==> src/inc/cmsb_pkg.sv <==
// constants and types shared by the message buffer storage block
package cmsb_pkg;

	// ============================================================
	// address map
	localparam int CMSB_ADDR_W = 16;
	localparam logic [15:0] CMSB_BASE_ADDR = 16'h0100;
	localparam int CMSB_REGION_BYTES = 128;
	localparam logic [6:0] CMSB_CTRL_OFS = 7'h00;
	localparam logic [6:0] CMSB_CTRL_LAST = 7'h08;
	localparam logic [6:0] CMSB_ERRCNT_OFS = 7'h0E;
	localparam logic [6:0] CMSB_ERRCNT_LAST = 7'h0F;
	localparam logic [6:0] CMSB_FILTER_OFS = 7'h10;
	localparam logic [6:0] CMSB_FILTER_LAST = 7'h1F;
	localparam logic [6:0] CMSB_BGVIEW_OFS = 7'h20;
	localparam logic [6:0] CMSB_BGVIEW_LAST = 7'h2F;
	localparam logic [6:0] CMSB_PORT_OFS = 7'h3D;
	localparam logic [6:0] CMSB_PORT_LAST = 7'h3F;

	// ============================================================
	// buffer selection nibble and buffer layout
	localparam logic [2:0] CMSB_SEL_RECEIVE_FOREGROUND_BUFFER = 3'h4;
	localparam logic [2:0] CMSB_SEL_TX0 = 3'h5;
	localparam logic [2:0] CMSB_SEL_TX1 = 3'h6;
	localparam logic [2:0] CMSB_SEL_TX2 = 3'h7;
	localparam int CMSB_NUM_TX = 3;
	localparam int CMSB_BUF_BYTES = 16;
	localparam int CMSB_STRUCT_BYTES = 13;
	localparam logic [3:0] CMSB_IDX_ID0 = 4'h0;
	localparam logic [3:0] CMSB_IDX_ID3 = 4'h3;
	localparam logic [3:0] CMSB_IDX_PAYLOAD0 = 4'h4;
	localparam logic [3:0] CMSB_IDX_LENGTH = 4'hC;
	localparam logic [3:0] CMSB_IDX_PRIO = 4'hD;

	// ============================================================
	// identifier field positions
	localparam int CMSB_ID1_RTR_STD = 4;
	localparam int CMSB_ID1_SRR_EXT = 4;
	localparam int CMSB_ID1_IDE = 3;
	localparam int CMSB_ID3_RTR_EXT = 0;
	localparam logic [3:0] CMSB_MAX_BYTES = 4'h8;
	localparam logic [7:0] CMSB_RDATA_RESET = 8'h00;

	typedef enum logic [2:0] {
		CMSB_AREA_NONE,
		CMSB_AREA_CONTROL,
		CMSB_AREA_RESERVED,
		CMSB_AREA_ERRCNT,
		CMSB_AREA_FILTER,
		CMSB_AREA_PORT,
		CMSB_AREA_BUFFER
	} cmsb_area_e;

	// stored image of a buffer: ident byte 0 in [31:24], payload byte 0 in [63:56]
	typedef struct packed {
		logic [31:0] ident;
		logic [63:0] payload;
		logic [7:0] length;
	} cmsb_frame_s;

	// frame as delivered by the receive engine
	typedef struct packed {
		logic ide;
		logic srr;
		logic rtr;
		logic [28:0] id;
		logic [3:0] dlc;
		logic [63:0] payload;
	} cmsb_rx_s;

	// frame handed to the transmit engine, identifier msb first in bit 28
	typedef struct packed {
		logic ide;
		logic srr;
		logic rtr;
		logic [28:0] ident;
		logic [3:0] dlc;
		logic [3:0] byte_count;
		logic [63:0] payload;
	} cmsb_tx_s;

endpackage : cmsb_pkg

==> src/hdl/cmsb_buffer.sv <==
// one 16-byte message buffer: 13-byte structure plus local priority
`timescale 1ns/100ps
module cmsb_buffer (
	input wire logic clk,
	input wire logic cpu_we,
	input wire logic [3:0] cpu_idx,
	input wire logic [7:0] cpu_wdata,
	input wire logic load_en,
	input wire cmsb_pkg::cmsb_frame_s load_frame,
	input wire logic [3:0] rd_idx,
	output logic [7:0] rd_data,
	output cmsb_pkg::cmsb_frame_s frame,
	output logic [7:0] local_prio
);
	import cmsb_pkg::*;

	logic [7:0] mem_q [CMSB_STRUCT_BYTES];
	logic [7:0] mem_d [CMSB_STRUCT_BYTES];
	logic [7:0] prio_q;
	logic [7:0] prio_d;

	// ============================================================
	// next contents
	always_comb begin
		mem_d = mem_q;
		prio_d = prio_q;
		if (load_en) begin
			for (int i = 0; i < CMSB_STRUCT_BYTES; i++) begin
				mem_d[i] = load_frame[8 * (CMSB_STRUCT_BYTES - 1 - i) +: 8];
			end
		end else if (cpu_we) begin
			if (cpu_idx < CMSB_IDX_PRIO) begin
				mem_d[cpu_idx] = cpu_wdata;
			end else if (cpu_idx == CMSB_IDX_PRIO) begin
				prio_d = cpu_wdata;
			end
		end
	end

	always_ff @(posedge clk) begin
		mem_q <= mem_d;
		prio_q <= prio_d;
	end

	// ============================================================
	// read views
	always_comb begin
		rd_data = 8'h00;
		if (rd_idx < CMSB_IDX_PRIO) begin
			rd_data = mem_q[rd_idx];
		end else if (rd_idx == CMSB_IDX_PRIO) begin
			rd_data = prio_q;
		end
		for (int i = 0; i < CMSB_STRUCT_BYTES; i++) begin
			frame[8 * (CMSB_STRUCT_BYTES - 1 - i) +: 8] = mem_q[i];
		end
	end

	assign local_prio = prio_q;

endmodule : cmsb_buffer

==> src/hdl/cmsb_storage.sv <==
// message buffer storage and address decode of the CAN controller
// Overview of operation
// - decode one 128-byte region and answer accesses inside it only
// - background receive buffer visible to the cpu only in test mode
// - control, error counter, filter and port areas at fixed offsets, gaps reserved
// - receive buffer at 0140, transmit buffers at 0150, 0160, 0170
// - each buffer is 13-byte structure, priority byte (transmit buffers only), two unused bytes
// - buffer structure has no reset value
// - receive buffer read-only; transmit buffers read and write anytime
// - bytes 0-3 identifier, 4-B payload, C length, D priority
// - address bits 6:4 select buffer: 4 receive, 5-7 transmit
// - identifier bytes hold 11-bit or 29-bit identifiers
// - standard layout: id 10..3, then id 2..0, rtr, ide
// - extended layout: id, srr, ide, id bits, rtr in last bit
// - identifier msb goes out first during arbitration
// - smallest value means highest priority
// - software writes srr as one; received srr stored as seen
// - ide captured on receive, selects format on transmit
// - rtr captured on receive, sets sent rtr on transmit
// - length gives zero to eight bytes; remote frames carry none
`timescale 1ns/100ps
module cmsb_storage #(
	parameter int ADDR_W = cmsb_pkg::CMSB_ADDR_W,
	parameter logic [15:0] BASE_ADDR = cmsb_pkg::CMSB_BASE_ADDR
) (
	input wire logic clk,
	input wire logic reset_n,
	input wire logic test_mode,
	input wire logic [ADDR_W-1:0] cpu_addr,
	input wire logic cpu_rd,
	input wire logic cpu_wr,
	input wire logic [7:0] cpu_wdata,
	output logic [7:0] cpu_rdata,
	output logic cpu_hit,
	output cmsb_pkg::cmsb_area_e cpu_area,
	input wire logic rx_store,
	input wire cmsb_pkg::cmsb_rx_s rx_frame,
	input wire logic rx_copy,
	input wire logic [2:0] tx_request,
	input wire logic tx_arbitrate,
	output logic tx_valid,
	output logic [1:0] tx_winner,
	output cmsb_pkg::cmsb_tx_s tx_frame
);
	import cmsb_pkg::*;

	// ============================================================
	// elaboration checks
	if (ADDR_W < 8 || ADDR_W > 16) begin : g_bad_width
		$error("address width must lie between 8 and 16");
	end
	if (BASE_ADDR[6:0] != 7'h00) begin : g_bad_base
		$error("base address must be aligned to the region size");
	end
	if (CMSB_REGION_BYTES != 128) begin : g_bad_region
		$error("region decode assumes 128 bytes");
	end
	if (CMSB_STRUCT_BYTES + 3 != CMSB_BUF_BYTES) begin : g_bad_layout
		$error("buffer must hold the structure, priority and two unused bytes");
	end
	if (CMSB_IDX_PRIO != 4'(CMSB_STRUCT_BYTES)) begin : g_bad_prio
		$error("priority byte must follow the structure");
	end
	if (CMSB_NUM_TX != 3) begin : g_bad_count
		$error("arbiter serves exactly three transmit buffers");
	end
	if (CMSB_SEL_RECEIVE_FOREGROUND_BUFFER != 3'h4 || CMSB_SEL_TX2 != 3'h7) begin : g_bad_select
		$error("buffer select decode assumes codes 4 to 7");
	end
	if (CMSB_BGVIEW_OFS <= CMSB_FILTER_LAST || CMSB_BGVIEW_LAST >= CMSB_PORT_OFS) begin : g_bad_view
		$error("background view must sit in the reserved gap");
	end
	if (CMSB_ID1_IDE != 3 || CMSB_ID1_RTR_STD != 4 || CMSB_ID1_SRR_EXT != 4) begin : g_bad_fields
		$error("identifier byte 1 field positions are fixed by the packing");
	end

	localparam int NUM_BUF = 5;
	localparam int BG_IDX = 4;

	logic in_region;
	logic [6:0] ofs;
	logic [3:0] byte_idx;
	logic is_buf;
	logic [1:0] buf_sel;
	logic bg_view;
	cmsb_area_e area;
	logic in_ctrl;
	logic in_errcnt;
	logic in_filter;
	logic in_port;
	logic cpu_access;
	logic buf_wr;
	logic [7:0] buf_rdata;
	logic arb_found;
	logic [7:0] arb_prio;
	logic [1:0] arb_best;
	logic [7:0] rd_w [NUM_BUF];
	cmsb_frame_s frame_w [NUM_BUF];
	logic [7:0] prio_w [NUM_BUF];
	logic we_w [NUM_BUF];
	logic load_w [NUM_BUF];
	cmsb_frame_s load_frame_w [NUM_BUF];
	cmsb_frame_s rx_packed;

	logic [7:0] rdata_q;
	logic [7:0] rdata_d;
	logic hit_q;
	logic hit_d;
	cmsb_area_e area_q;
	cmsb_area_e area_d;
	logic tx_valid_q;
	logic tx_valid_d;
	logic [1:0] tx_winner_q;
	logic [1:0] tx_winner_d;
	cmsb_tx_s tx_frame_q;
	cmsb_tx_s tx_frame_d;

	// ============================================================
	// region and area decode
	always_comb begin
		in_region = (cpu_addr[ADDR_W-1:7] == BASE_ADDR[ADDR_W-1:7]);
		ofs = cpu_addr[6:0];
		byte_idx = ofs[3:0];
		is_buf = (ofs[6:4] >= CMSB_SEL_RECEIVE_FOREGROUND_BUFFER);
		buf_sel = ofs[5:4];
		bg_view = test_mode && (ofs >= CMSB_BGVIEW_OFS) && (ofs <= CMSB_BGVIEW_LAST);
		in_ctrl = (ofs <= CMSB_CTRL_LAST);
		in_errcnt = (ofs >= CMSB_ERRCNT_OFS) && (ofs <= CMSB_ERRCNT_LAST);
		in_filter = (ofs >= CMSB_FILTER_OFS) && (ofs <= CMSB_FILTER_LAST);
		in_port = (ofs >= CMSB_PORT_OFS) && (ofs <= CMSB_PORT_LAST);
		if (!in_region) begin
			area = CMSB_AREA_NONE;
		end else if (is_buf) begin
			area = CMSB_AREA_BUFFER;
		end else if (in_ctrl) begin
			area = CMSB_AREA_CONTROL;
		end else if (in_errcnt) begin
			area = CMSB_AREA_ERRCNT;
		end else if (in_filter) begin
			area = CMSB_AREA_FILTER;
		end else if (in_port) begin
			area = CMSB_AREA_PORT;
		end else begin
			area = CMSB_AREA_RESERVED;
		end
	end

	// ============================================================
	// packing of received frames into identifier bytes
	always_comb begin
		rx_packed.payload = rx_frame.payload;
		rx_packed.length = {4'h0, rx_frame.dlc};
		if (rx_frame.ide) begin
			rx_packed.ident[31:24] = rx_frame.id[28:21];
			rx_packed.ident[23:16] = {rx_frame.id[20:18], rx_frame.srr, 1'b1, rx_frame.id[17:15]};
			rx_packed.ident[15:8] = rx_frame.id[14:7];
			rx_packed.ident[7:0] = {rx_frame.id[6:0], rx_frame.rtr};
		end else begin
			rx_packed.ident[31:24] = rx_frame.id[10:3];
			rx_packed.ident[23:16] = {rx_frame.id[2:0], rx_frame.rtr, 1'b0, 3'h0};
			rx_packed.ident[15:0] = 16'h0000;
		end
	end

	// ============================================================
	// buffers: 0 receive foreground, 1..3 transmit, 4 background
	always_comb begin
		for (int b = 0; b < NUM_BUF; b++) begin
			we_w[b] = 1'b0;
			load_w[b] = 1'b0;
			load_frame_w[b] = rx_packed;
		end
		buf_wr = cpu_wr && in_region && is_buf;
		// transmit buffers writable, receive buffer not
		for (int b = 1; b < 4; b++) begin
			we_w[b] = buf_wr && (buf_sel == 2'(b));
		end
		load_w[0] = rx_copy;
		load_frame_w[0] = frame_w[BG_IDX];
		load_w[BG_IDX] = rx_store;
	end

	for (genvar g = 0; g < NUM_BUF; g++) begin : g_buf
		cmsb_buffer u_buf (
			.clk(clk),
			.cpu_we(we_w[g]),
			.cpu_idx(byte_idx),
			.cpu_wdata(cpu_wdata),
			.load_en(load_w[g]),
			.load_frame(load_frame_w[g]),
			.rd_idx(byte_idx),
			.rd_data(rd_w[g]),
			.frame(frame_w[g]),
			.local_prio(prio_w[g])
		);
	end

	// receive buffer has no priority byte
	always_comb begin
		buf_rdata = rd_w[buf_sel];
		if (buf_sel == 2'd0 && byte_idx == CMSB_IDX_PRIO) begin
			buf_rdata = 8'h00;
		end
	end

	// ============================================================
	// cpu read path
	always_comb begin
		rdata_d = rdata_q;
		if (cpu_rd && in_region) begin
			rdata_d = 8'h00;
			if (is_buf) begin
				rdata_d = buf_rdata;
			end else if (bg_view) begin
				rdata_d = rd_w[BG_IDX];
			end
		end
	end

	always_ff @(posedge clk) begin
		if (!reset_n) begin
			rdata_q <= CMSB_RDATA_RESET;
		end else begin
			rdata_q <= rdata_d;
		end
	end

	// ============================================================
	// access status
	always_comb begin
		cpu_access = cpu_rd || cpu_wr;
		hit_d = cpu_access && in_region;
		area_d = cpu_access ? area : CMSB_AREA_NONE;
	end

	always_ff @(posedge clk) begin
		if (!reset_n) begin
			hit_q <= 1'b0;
			area_q <= CMSB_AREA_NONE;
		end else begin
			hit_q <= hit_d;
			area_q <= area_d;
		end
	end

	// ============================================================
	// identifier unpacking
	function automatic cmsb_tx_s cmsb_unpack(input cmsb_frame_s f);
		cmsb_tx_s t;
		t.payload = f.payload;
		t.dlc = f.length[3:0];
		t.ide = f.ident[16 + CMSB_ID1_IDE];
		if (t.ide) begin
			// msb of identifier in top bit
			t.ident[28:18] = f.ident[31:21];
			t.ident[17:15] = f.ident[18:16];
			t.ident[14:7] = f.ident[15:8];
			t.ident[6:0] = f.ident[7:1];
			t.srr = f.ident[16 + CMSB_ID1_SRR_EXT];
			t.rtr = f.ident[CMSB_ID3_RTR_EXT];
		end else begin
			t.ident[28:18] = f.ident[31:21];
			t.ident[17:0] = 18'h00000;
			t.srr = 1'b0;
			t.rtr = f.ident[16 + CMSB_ID1_RTR_STD];
		end
		if (t.rtr) begin
			t.byte_count = 4'h0;
		end else if (t.dlc > CMSB_MAX_BYTES) begin
			t.byte_count = CMSB_MAX_BYTES;
		end else begin
			t.byte_count = t.dlc;
		end
		return t;
	endfunction : cmsb_unpack

	// ============================================================
	// transmit arbitration
	// smallest priority wins, lowest index on ties
	always_comb begin
		arb_found = 1'b0;
		arb_prio = 8'hFF;
		arb_best = 2'd0;
		for (int t = 0; t < CMSB_NUM_TX; t++) begin
			if (tx_request[t] && (!arb_found || prio_w[t + 1] < arb_prio)) begin
				arb_found = 1'b1;
				arb_prio = prio_w[t + 1];
				arb_best = 2'(t);
			end
		end
	end

	always_comb begin
		tx_valid_d = tx_valid_q;
		tx_winner_d = tx_winner_q;
		tx_frame_d = tx_frame_q;
		if (tx_arbitrate) begin
			tx_valid_d = arb_found;
			tx_winner_d = arb_best;
			tx_frame_d = cmsb_unpack(frame_w[arb_best + 2'd1]);
		end
	end

	always_ff @(posedge clk) begin
		if (!reset_n) begin
			tx_valid_q <= 1'b0;
			tx_winner_q <= 2'd0;
			tx_frame_q <= '0;
		end else begin
			tx_valid_q <= tx_valid_d;
			tx_winner_q <= tx_winner_d;
			tx_frame_q <= tx_frame_d;
		end
	end

	// ============================================================
	// outputs
	assign cpu_rdata = rdata_q;
	assign cpu_hit = hit_q;
	assign cpu_area = area_q;
	assign tx_valid = tx_valid_q;
	assign tx_winner = tx_winner_q;
	assign tx_frame = tx_frame_q;

endmodule : cmsb_storage

==> config.mk <==
export PLATFORM = sky130hd
export DESIGN_NAME = cmsb_storage
export DESIGN_NICKNAME = d
export VERILOG_FILES = /design/src/inc/cmsb_pkg.sv /design/src/hdl/cmsb_buffer.sv /design/src/hdl/cmsb_storage.sv
export SDC_FILE = /design/constraint.sdc
export NUM_CORES = 1
export LEC_CHECK = 0
export BUFFER_PORTS_ARGS = -buffer_cell sky130_fd_sc_hd__buf_2
export CAP_MARGIN = 30
export CORE_MARGIN = 3
export CORE_UTILIZATION = 50
export DETAILED_ROUTE_END_ITERATION = 7
export GPL_TIMING_DRIVEN = 0
export HOLD_SLACK_MARGIN = 0.1
export PLACE_DENSITY = 0.72
export SETUP_SLACK_MARGIN = 0.4
export SLEW_MARGIN = 20
export SYNTH_ARGS = -nofsm -noshare
export SYNTH_HDL_FRONTEND = slang
export SYNTH_SLANG_ARGS = --single-unit
==> constraint.sdc <==
create_clock -name clk -period 5.4 [get_ports clk]
set_clock_uncertainty 0.1 [all_clocks]
set_input_delay 0.54 -clock clk [delete_from_list [all_inputs] [get_ports clk]]
set_output_delay 0.54 -clock clk [all_outputs]
set_load 0.02 [all_outputs]
Word level (Yosys, flattened, before mapping):

Cells that the tools add are included.
Widths: inputs -> output; s select.

* add/subtract/negate cells: 1
* $mul: 0
* divide/modulo/power cells: 0
* $lt $le $gt $ge: 18
* equality and inequality tests: 5
* shift operators: 0
* muxes and demuxes: 55
* bitwise gates (word level): 7
* reductions and logical operators: 30

Operators with widths (number)
* $bmux 104 s3: 1
* $bwmux 104: 3
* $mux 8: 27
* $mux 104: 2
* $bmux 8 s4: 5
* $mux 31: 2
* $demux 8 s4: 1
* $mux 32: 1
* $bmux 8 s3: 1
* $logic_and 1x1->1: 16
* $lt 8x8->1: 2
* $mux 3: 5
* $ge 7x6->1 const B: 2
* $le 7x4->1 const B: 2
* $le 7x6->1 const B: 2
* $reduce_and 3->1: 4
* $eq 9x2->1 const B: 1
* $ge 3x4->1 const B: 2
* $mux 4: 2
* $ge 7x4->1 const B: 1
* $ge 7x5->1 const B: 1
* $le 7x5->1 const B: 1
* $not 2->3: 2
* $reduce_and 2->1: 3
* other kinds (17): 27

* register bits: 655
* bits in latches: 0
* memory bits (writable): 0
* bits in read-only memories: 0
* output and inout port bits: 119
* word-level logic and storage cells: 198
* memories kept: 0

Depth between registers and ports, before layout:

Gate-level depths: netlist of run 1.

* word-level depth: 17
* gate-level depth with buffers: 22
* depth with buffers taken out: 15

By module:

From an unflattened synthesis of run 1, not the netlist that was laid out.

* cells, all modules: 2744
* area, all modules: 36436.2 um^2

By module, submodules not included
* cmsb_buffer at g_buf[0].u_buf ...: times used 4, cells each 381, area each 5731.7 um^2, seq. area each 3363.2 um^2
* cmsb_storage: times used 1, cells each 839, area each 7783.7 um^2, seq. area each 2382.3 um^2
* cmsb_buffer at g_buf[4].u_buf: times used 1, cells each 381, area each 5725.5 um^2, seq. area each 3363.2 um^2

Worst setup path after synthesis of run 1:

No wires, ideal clock.

* path type: input -> register
* start: input tx_request[0]
* end: register tx_frame_q, in the netlist tx_frame[64]
* setup time: 0.082 ns
* arrival time: 4.918 ns
* data required time: 5.218 ns
* path slack: 0.299 ns
* stages on the path: 19
* buffers on the path: 5
* cells stage by stage: clkbuf_1 > nor2b_1 > ha_1 > a211oi_1 > o21ai_0 > o21ai_0 > buf_2 > buf_2 > buf_1 > nor2_1 > a21oi_1 > ha_1 > a21oi_1 > nor2b_1 > or4b_1 > o41ai_4 > buf_6 > or4b_4 > o221ai_1

* cells in the longest elaborated chain, start to end: 17
* elaborated cells between the ends (all ways): 24
* those cells by class: 1 x add/sub; 3 x order compare; 13 x mux; 1 x bitwise; 6 x reduce/logical

RTL lines
* from (decl): RTL line cmsb_storage.sv:39 `input wire logic [2:0] tx_request,`
* $mux 8 / $mux 1 (equally long branches): RTL line cmsb_storage.sv:285 `if (tx_request[t] && (!arb_found || prio_w[t + 1] < arb_prio)) begin`
* $lt 8x8->1 / $logic_not 1->1 (equally long branches): RTL line cmsb_storage.sv:285
* $logic_or 1x1->1: RTL line cmsb_storage.sv:285
* $logic_and 1x1->1: RTL line cmsb_storage.sv:285
* $mux 8 / $mux 1 (equally long branches): RTL line cmsb_storage.sv:285
* $lt 8x8->1 / $logic_not 1->1 (equally long branches): RTL line cmsb_storage.sv:285
* $logic_or 1x1->1: RTL line cmsb_storage.sv:285
* $logic_and 1x1->1: RTL line cmsb_storage.sv:285
* $mux 2 *: RTL line cmsb_storage.sv:285
* $add 2x1->2 *: RTL line cmsb_storage.sv:300 `tx_frame_d = cmsb_unpack(frame_w[arb_best + 2'd1]);`
* $not 2->3 (implied by the code) *: RTL line cmsb_storage.sv:300
* $bmux 104 s3 *: RTL line cmsb_storage.sv:300
* $mux 104 (implied by the code) * (2 in a row): RTL line cmsb_storage.sv:300
* $gt 4x4->1 / $mux 31 (equally long branches): RTL line cmsb_storage.sv:269, cmsb_storage.sv:253
* $mux 4 / $mux 31 (equally long branches): RTL line cmsb_storage.sv:269, cmsb_storage.sv:297
* $mux 4 *: RTL line cmsb_storage.sv:267 `if (t.rtr) begin`
* to (signal assigned): RTL line cmsb_storage.sv:312 `tx_frame_q <= tx_frame_d;`
* to (decl): RTL line cmsb_storage.sv:115 `cmsb_tx_s tx_frame_q;`

Mark *: on every way between the ends. The rest lies on a longest branch, timed or not. The select of a mux whose other input is x is not followed.
A chain may end at the register's enable or synchronous reset.

Worst setup path in the final report of run 1:

* start: register g_buf[1].u_buf.prio_q[3]
* end: register tx_frame_q, in the netlist tx_frame[72]

* cells in the longest elaborated chain, start to end: 16
* elaborated cells between the ends (all ways): 19
* those cells by class: 1 x add/sub; 2 x order compare; 10 x mux; 1 x bitwise; 5 x reduce/logical

RTL lines
* from (decl): RTL line cmsb_buffer.sv:19 `logic [7:0] prio_q;`
* from (signal assigned): RTL line cmsb_buffer.sv:42 `prio_q <= prio_d;`
* $mux 8 *: RTL line cmsb_storage.sv:285
* $lt 8x8->1: RTL line cmsb_storage.sv:285
* $logic_or 1x1->1: RTL line cmsb_storage.sv:285
* $logic_and 1x1->1: RTL line cmsb_storage.sv:285
* $mux 8 / $mux 1 (equally long branches): RTL line cmsb_storage.sv:285
* $lt 8x8->1 / $logic_not 1->1 (equally long branches): RTL line cmsb_storage.sv:285
* $logic_or 1x1->1: RTL line cmsb_storage.sv:285
* $logic_and 1x1->1: RTL line cmsb_storage.sv:285
* $mux 2 *: RTL line cmsb_storage.sv:285
* $add 2x1->2 *: RTL line cmsb_storage.sv:300
* $not 2->3 (implied by the code) *: RTL line cmsb_storage.sv:300
* $bmux 104 s3 *: RTL line cmsb_storage.sv:300
* $mux 104 (implied by the code) * (2 in a row): RTL line cmsb_storage.sv:300
* $mux 31 *: RTL line cmsb_storage.sv:253 `if (t.ide) begin`
* $mux 31 *: RTL line cmsb_storage.sv:297 `if (tx_arbitrate) begin`

Marked as above.

==> results of run 1 <==
==> final timing paths <==
check,startpoint,endpoint,cells after the start
max,g_buf[1].u_buf.local_prio[3]$_DFFE_PP_,tx_frame[72]$_SDFFE_PN0P_,20
min,rx_frame[81],g_buf[4].u_buf.frame[86]$_SDFFCE_PN0P_,2
max reg2reg,g_buf[1].u_buf.local_prio[3]$_DFFE_PP_,tx_frame[72]$_SDFFE_PN0P_,20
min reg2reg,g_buf[4].u_buf.frame[12]$_DFFE_PP_,g_buf[0].u_buf.frame[12]$_DFFE_PP_,0
==> sequential cells by signal (all words and copies together) (netlist names) <==
name and count:
tx_winner 2, g_buf.u_buf.frame 512, tx_frame 104, cpu_hit 1, cpu_rdata 8, g_buf.u_buf.local_prio 24, tx_valid 1, cpu_area 3
==> where the power goes <==
| group | total [uW] | switching [uW] | internal [uW] |
|---|---|---|---|
| sequential | 5740 | 86.6 | 5650 |
| combinational | 1080 | 665 | 419 |
| clock | 4830 | 1990 | 2840 |
==> final cells by class <==
class	count	area, um^2	share of cell area
inverters	25	93.84	0.002842
flip-flops and latches	655	18480	0.5596
clock inverters	39	389.1	0.01178
diodes	2	5.005	0.0001516
multi-input cells	875	8501	0.2574
well taps	696	870.8	0.02637
plain buffers	143	685.7	0.02077
repair buffers	331	2098	0.06355
clock buffers	87	1898	0.05748
==> layer usage <==
layer,part of all wire,global-route usage
met1,0.37,0.4038
met3,0.11,0.08410
met2,0.47,0.4943
met5,0.00095,0
met4,0.047,0.1269
==> worst max-delay path: cells and delay by family (launching register included) <==
kind                     cells  cell delay, ns
AO/OA/AOI/OAI                7            1.35
buffers and inverters        6            1.27
AND/OR/NAND/NOR              5            0.95
adder cells (fa/ha/maj)      2            0.56
flip-flops                   1            0.41
==> cell families (layout without fill, tap and decap cells) <==
logic type,count (synthesis),in the layout,synth area share
DFF,655,655,0.6690
and+or+nand+nor,379,379,0.07180
muxes,288,288,0.1723
AOI/OAI and AO/OA,194,194,0.05468
buffers and inverters,168,625,0.02587
adders and majority gates,14,14,0.006342
other,0,2,0
==> what timing repair did <==
action                                  in CTS  in global routing
buffers inserted                             2                  1
hold buffers                                70                  0
cloned                                       0                  0
endpoints found under the hold margin       70                  0
endpoints found under the setup margin     106                106
pin swaps                                    2                  2
resized for setup                           13                 20
==> through the flow <==
step                      power [uW]  setup slack [ns]
after floorplan                 6376            0.4534
after global placement          6827            -1.639
after detailed placement        6853            -1.611
after CTS                      11640            0.4050
after global routing           11960            0.3639
final                          11650            0.6327
==> cell usage after synthesis (3+ instances only) <==
cell type / instances / area share
ha_1: 14 / 0.0063
nor2b_1: 20 / 0.0045
nand2_1: 57 / 0.0077
dfxtp_1: 119 / 0.086
clkbuf_1: 83 / 0.011
o21ai_0: 26 / 0.0047
edfxtp_1: 536 / 0.58
nor2_1: 56 / 0.0076
o2111ai_1: 3 / 0.00095
inv_1: 25 / 0.0034
nand4_1: 81 / 0.018
nor3_1: 15 / 0.0027
nand3_1: 92 / 0.017
o311ai_0: 79 / 0.025
mux2_2: 19 / 0.0077
and3_1: 4 / 0.00091
mux4_2: 148 / 0.12
o221ai_1: 27 / 0.0086
a211oi_1: 3 / 0.00082
buf_2: 40 / 0.0072
a221oi_1: 3 / 0.00095
nor4_1: 6 / 0.0014
or3_1: 3 / 0.00068
nand2b_1: 4 / 0.00091
a311oi_1: 3 / 0.00095
buf_4: 5 / 0.0014
a22o_1: 4 / 0.0013
and2_1: 27 / 0.0061
buf_1: 13 / 0.0018
mux2i_1: 121 / 0.044
a21oi_1: 25 / 0.0045
a22oi_1: 9 / 0.0024
==> run_results.csv, run 1 <==
group,metric,value,unit
status,outcome,"complete, no violations",
global_routing,overflow,0,
global_routing,grt_pass1_vias,18457,
run,drv_cap,0,
cells_and_area,syn_to_final_growth,19.55,%
critical_path,cp_max_fo,10,
power_and_ir_drop,peakVddDrop,247.3,uV
logic_synthesis,synth_ff_type,"edfxtp_1",
critical_path,path_cells,"nor2b_1, ha_1, a21oi_1, a31oi_1, o21ai_2, buf_6, buf_6, buf_8, nor2_1, a21oi_1, ha_1, a21oi_1, nor2b_1, or4b_4, o41ai_4, buf_4, buf_6, nand4_1, clkbuf_1, o221ai_1",
timing,fin_crit_sh,0.8828,
clock_tree,numCtsBuffers,69,
placed_design,dpl.hpwl,63810,um
global_routing,grt_use_total,0.3087,
floorplanning,initial_utilization,0.5092,
logic_synthesis,async_reset_ff_frac,0,
cells_and_area,final_common_cell,"edfxtp_1",
floorplanning,io_pins,254,
detailed_routing,routed_wirelength,88750,um
floorplanning,die_w,241.0,um
timing,tightest_slew,1.052,ns
hold_path,hp-class,"primary input to register",
floorplanning,rows,85,
timing,hold_viol_final,0,
placed_design,gp_congestion,0.9606,
floorplanning,core,0.05424,mm^2
placed_design,place.port_buffers,248,
cells_and_area,fillCellCount,4030,
detailed_routing,dr.pass1.iters,7,
logic_synthesis,ys_types,55,
logic_synthesis,ys_seq_elements,655,
detailed_routing,initialDrtViolationCount,2640,
clock_tree,cts_tree,"yes",
critical_path,crit_path_max_incr_delay,0.53,ns
power_and_ir_drop,p_leak,0.01169,uW
timing,fmax,209.8,MHz
timing,grt_setup_unrepaired,"no",
critical_path,critical_path.startpoint_type,"register",
cells_and_area,drive_above_1_share,0.2812,
timing,timing.slew.headroom,0.2989,
clock_tree,root_buffer,"clkbuf_16",
clock_tree,clock-sinks,655,
critical_path,cp_data_required_time,5.82,ns
logic_synthesis,syn_area,0.02762,mm^2
critical_path,arrival,5.19,ns
timing,setup_viol,0,
global_routing,antenna_found_initial,7,
detailed_routing,vias,18667,
logic_synthesis,syn-num-nets,1847,
detailed_routing,wire_per_inst,31.11,um
logic_synthesis,postSynthAreaPerCell,16.27,um^2
clock_tree,htree_levels,3,
timing,finalSetupTns,0,ns
critical_path,cp_slowest_cell,"or4b_4",
placed_design,placed_area,0.02986,mm^2
logic_synthesis,ys_seq_area_frac,0.6690,
timing,fin_crit,4.767,ns
timing,hold_slack,0.1252,ns
clock_tree,path_clk_slew,0.06,ns
cells_and_area,final_util,0.6088,
critical_path,crit_type,"register to register",
detailed_routing,postRouteAntennaNets,0,
placed_design,placed_cells,2648,
global_routing,grt_first_pass_wirelength,127100,um
detailed_routing,vias_per_cell,6.543,
clock_tree,clock_latency,0.62,ns
cells_and_area,layout.cells.non_filler,2853,
critical_path,end_kind,"register",
logic_synthesis,yosys_warnings,0,
cells_and_area,layout.nets,2249,
detailed_routing,route.detailed.drc,0,
cells_and_area,layout_common_cells,"edfxtp_1, buf_2, mux4_2",
floorplanning,die_h,241.0,um
power_and_ir_drop,p_per_area,353.0,mW/mm^2
global_routing,grt_max_degree,61,
timing,maxSlewViolCount,0,
logic_synthesis,syn_inst,1698,
floorplanning,die-area,0.05809,mm^2
logic_synthesis,synth_edf_count,536,
cells_and_area,fin_area,0.03302,mm^2
critical_path,r2r_setup_slack,0.63,ns
clock_tree,clk_path_buf_depth,3,
Power figures use the tool's default switching activity.
==> inputs of run 2 (changes only) <==
- ABC_AREA: unset -> 1
==> run 2 against run 1 <==
Wire length is 23% higher; utilization rose by 0.76 points; synthesized cell count increased by 38%; hold slack got worse by 0.0067 ns; highest routed layer unchanged.
==> run_results.csv, run 2 <==
group,metric,value,unit
status,outcome,"complete, no violations",
timing,setup_viol,0,
timing,fin_crit,4.774,ns
clock_tree,cts_tree,"yes",
logic_synthesis,synth_edf_count,536,
floorplanning,io_pins,254,
critical_path,arrival,4.91,ns
clock_tree,clk_path_buf_depth,3,
cells_and_area,layout.nets,2917,
logic_synthesis,ys_types,44,
timing,hold_viol_final,0,
clock_tree,htree_levels,3,
critical_path,cp_data_required_time,5.53,ns
cells_and_area,largest_reg_flops,512,
detailed_routing,route.detailed.drc,0,
global_routing,grt_first_pass_wirelength,151200,um
logic_synthesis,ys_seq_area_frac,0.6830,
logic_synthesis,postSynthAreaPerCell,11.56,um^2
power_and_ir_drop,peakVddDrop,327.4,uV
placed_design,dpl.hpwl,78300,um
placed_design,placed_area,0.02944,mm^2
timing,tightest_slew,1.147,ns
logic_synthesis,syn-num-nets,2490,
critical_path,crit_path_start,"cpu_addr[1]",
cells_and_area,final_common_cell,"nand2_1",
global_routing,overflow,0,
detailed_routing,routed_wirelength,108800,um
floorplanning,die_w,238.6,um
clock_tree,cts_setup_buffers,0,
critical_path,reg2reg_from,"g_buf[1].u_buf.local_prio[7]$_DFFE_PP_",
timing,finalSetupTns,0,ns
floorplanning,die_h,238.6,um
global_routing,grt_use_total,0.3771,
power_and_ir_drop,p_per_area,361.9,mW/mm^2
detailed_routing,wire_per_inst,30.89,um
critical_path,end_kind,"register",
detailed_routing,initialDrtViolationCount,3438,
logic_synthesis,netlist.area_leader.share,0.5949,
clock_tree,clock_latency,0.62,ns
hold_path,min_from,"rx_frame[97]",
critical_path,crit_type,"primary input to register",
detailed_routing,vias,22318,
logic_synthesis,yosysMostFrequentCell,"nand2_1",
cells_and_area,fin_area,0.03271,mm^2
cells_and_area,drive_above_1_share,0.1635,
clock_tree,numCtsBuffers,70,
global_routing,grt_pass1_vias,21147,
detailed_routing,postRouteAntennaNets,0,
run,drv_cap,0,
timing,maxSlewViolCount,0,
clock_tree,path_clk_slew,0.06,ns
floorplanning,rows,84,
logic_synthesis,syn_area,0.02705,mm^2
logic_synthesis,yosys_warnings,0,
timing,timing.slew.headroom,0.2353,
floorplanning,core,0.05308,mm^2
placed_design,gp_congestion,1.017,
logic_synthesis,yosys-top-cells-count,"nand2_1, edfxtp_1, a22oi_1",
hold_path,hp-class,"primary input to register",
logic_synthesis,ys_seq_elements,655,
power_and_ir_drop,p_leak,0.01247,uW
timing,fin_crit_sh,0.8840,
critical_path,cp_max_fo,10,
cells_and_area,layout_common_cells,"nand2_1, edfxtp_1, buf_2",
clock_tree,root_buffer,"clkbuf_16",
detailed_routing,vias_per_cell,6.335,
logic_synthesis,async_reset_ff_frac,0,
timing,grt_setup_unrepaired,"yes",
logic_synthesis,synth_top_area_cell,"edfxtp_1",
global_routing,antenna_found_initial,12,
logic_synthesis,syn_inst,2341,
cells_and_area,syn_to_final_growth,20.91,%
logic_synthesis,synth_ff_type,"edfxtp_1",
global_routing,grt_max_degree,66,
timing,fmax,209.5,MHz
floorplanning,die-area,0.05694,mm^2
floorplanning,initial_utilization,0.5097,
clock_tree,clock-sinks,655,
placed_design,place.port_buffers,250,
critical_path,critical_path.startpoint_type,"primary input",
logic_synthesis,synth_area_leaders,"edfxtp_1, dfxtp_1, nand2_1",
detailed_routing,dr.pass1.iters,6,
[run 2: changes by cell type after synthesis, moves of 32 or more]
cell,before,now
nand4_1,81,16
nor2_1,56,108
a21oi_1,25,90
mux2i_1,121,0
inv_1,25,152
nand2_1,57,579
a22oi_1,9,187
o22ai_1,1,33
mux4_2,148,0
a31oi_1,1,44
o21ai_0,26,81
o311ai_0,79,0
[run 2: where the power goes]
part	internal, uW	switching, uW	leakage (uW)	total, uW
clock network	2960	2030	0.00115	4980
logic	326	802	0.00536	1130
registers	5640	89.7	0.00595	5730
total	8920	2920	0.0125	11800
[run 2: layout make-up]
type / count / area [um^2]
timing repair buffer: 355 / 2400
clock inverter: 26 / 289.0
fill: 4186 / 20360
sequential: 655 / 18480
tap: 688 / 860.8
inverter: 158 / 595.6
multi-input combinational: 1385 / 7340
clock buffer: 104 / 2076
antenna: 9 / 22.52
buffer: 143 / 651.9
[run 2: final timing paths]
kind	to	slack (ns)	cells after the start
max	g_buf[1].u_buf.frame[21]$_DFFE_PP_	0.63	8
min	g_buf[4].u_buf.frame[72]$_SDFFCE_PN0P_	0.12	3
max reg2reg	tx_frame[10]$_SDFFE_PN0P_	0.67	21
min reg2reg	g_buf[0].u_buf.frame[9]$_DFFE_PP_	0.35	0
[run 2: worst max-delay path, stage by stage]
cell and delay (ns):
clkbuf_1 0.42, nand2_1 0.27, inv_2 0.27, buf_1 0.62, buf_1 0.80, clkbuf_1 0.87, nand2_1 0.23, nor2_1 0.86
[run 2: metrics by stage]
step                      power [uW]  instances    util  worst slack (ns)  hold slack, ns
after floorplan                 6291       2341       -             1.781          0.3267
after global placement          6835       3279  0.5495            0.2715          0.3312
after detailed placement        6868       3297  0.5546            0.1933          0.3362
after CTS                      11780       3506  0.6141            0.6714          0.1043
after global routing           12080       3516  0.6160            0.3989          0.1220
final                          11840       3523  0.6163            0.6264          0.1185
[run 2: timing repair]
item | in CTS | in global routing
endpoints found under the hold margin | 79 | 0
hold buffers | 79 | 0
setup endpoints to repair | 0 | 11
gates resized for setup | 0 | 5
[run 2: kinds of logic (layout without fill, tap and decap cells)]
group           after synthesis  after routing  share of synthesized area
simple gates                800            800                     0.1188
flops                       655            655                     0.6830
compound gates              559            559                     0.1410
buf+inv                     301            786                    0.04574
fa+ha+maj                    14             14                   0.006475
mux                          12             12                   0.004995
other cells                   0              9                          0
[run 2: routing by layer]
layer	up-vias	global-route usage	wire, um
met5	-	0	39
met4	6	0.2082	7012
met3	366	0.1072	13360
met2	1784	0.5748	48090
met1	10766	0.4903	40320
li1	9396	-	-
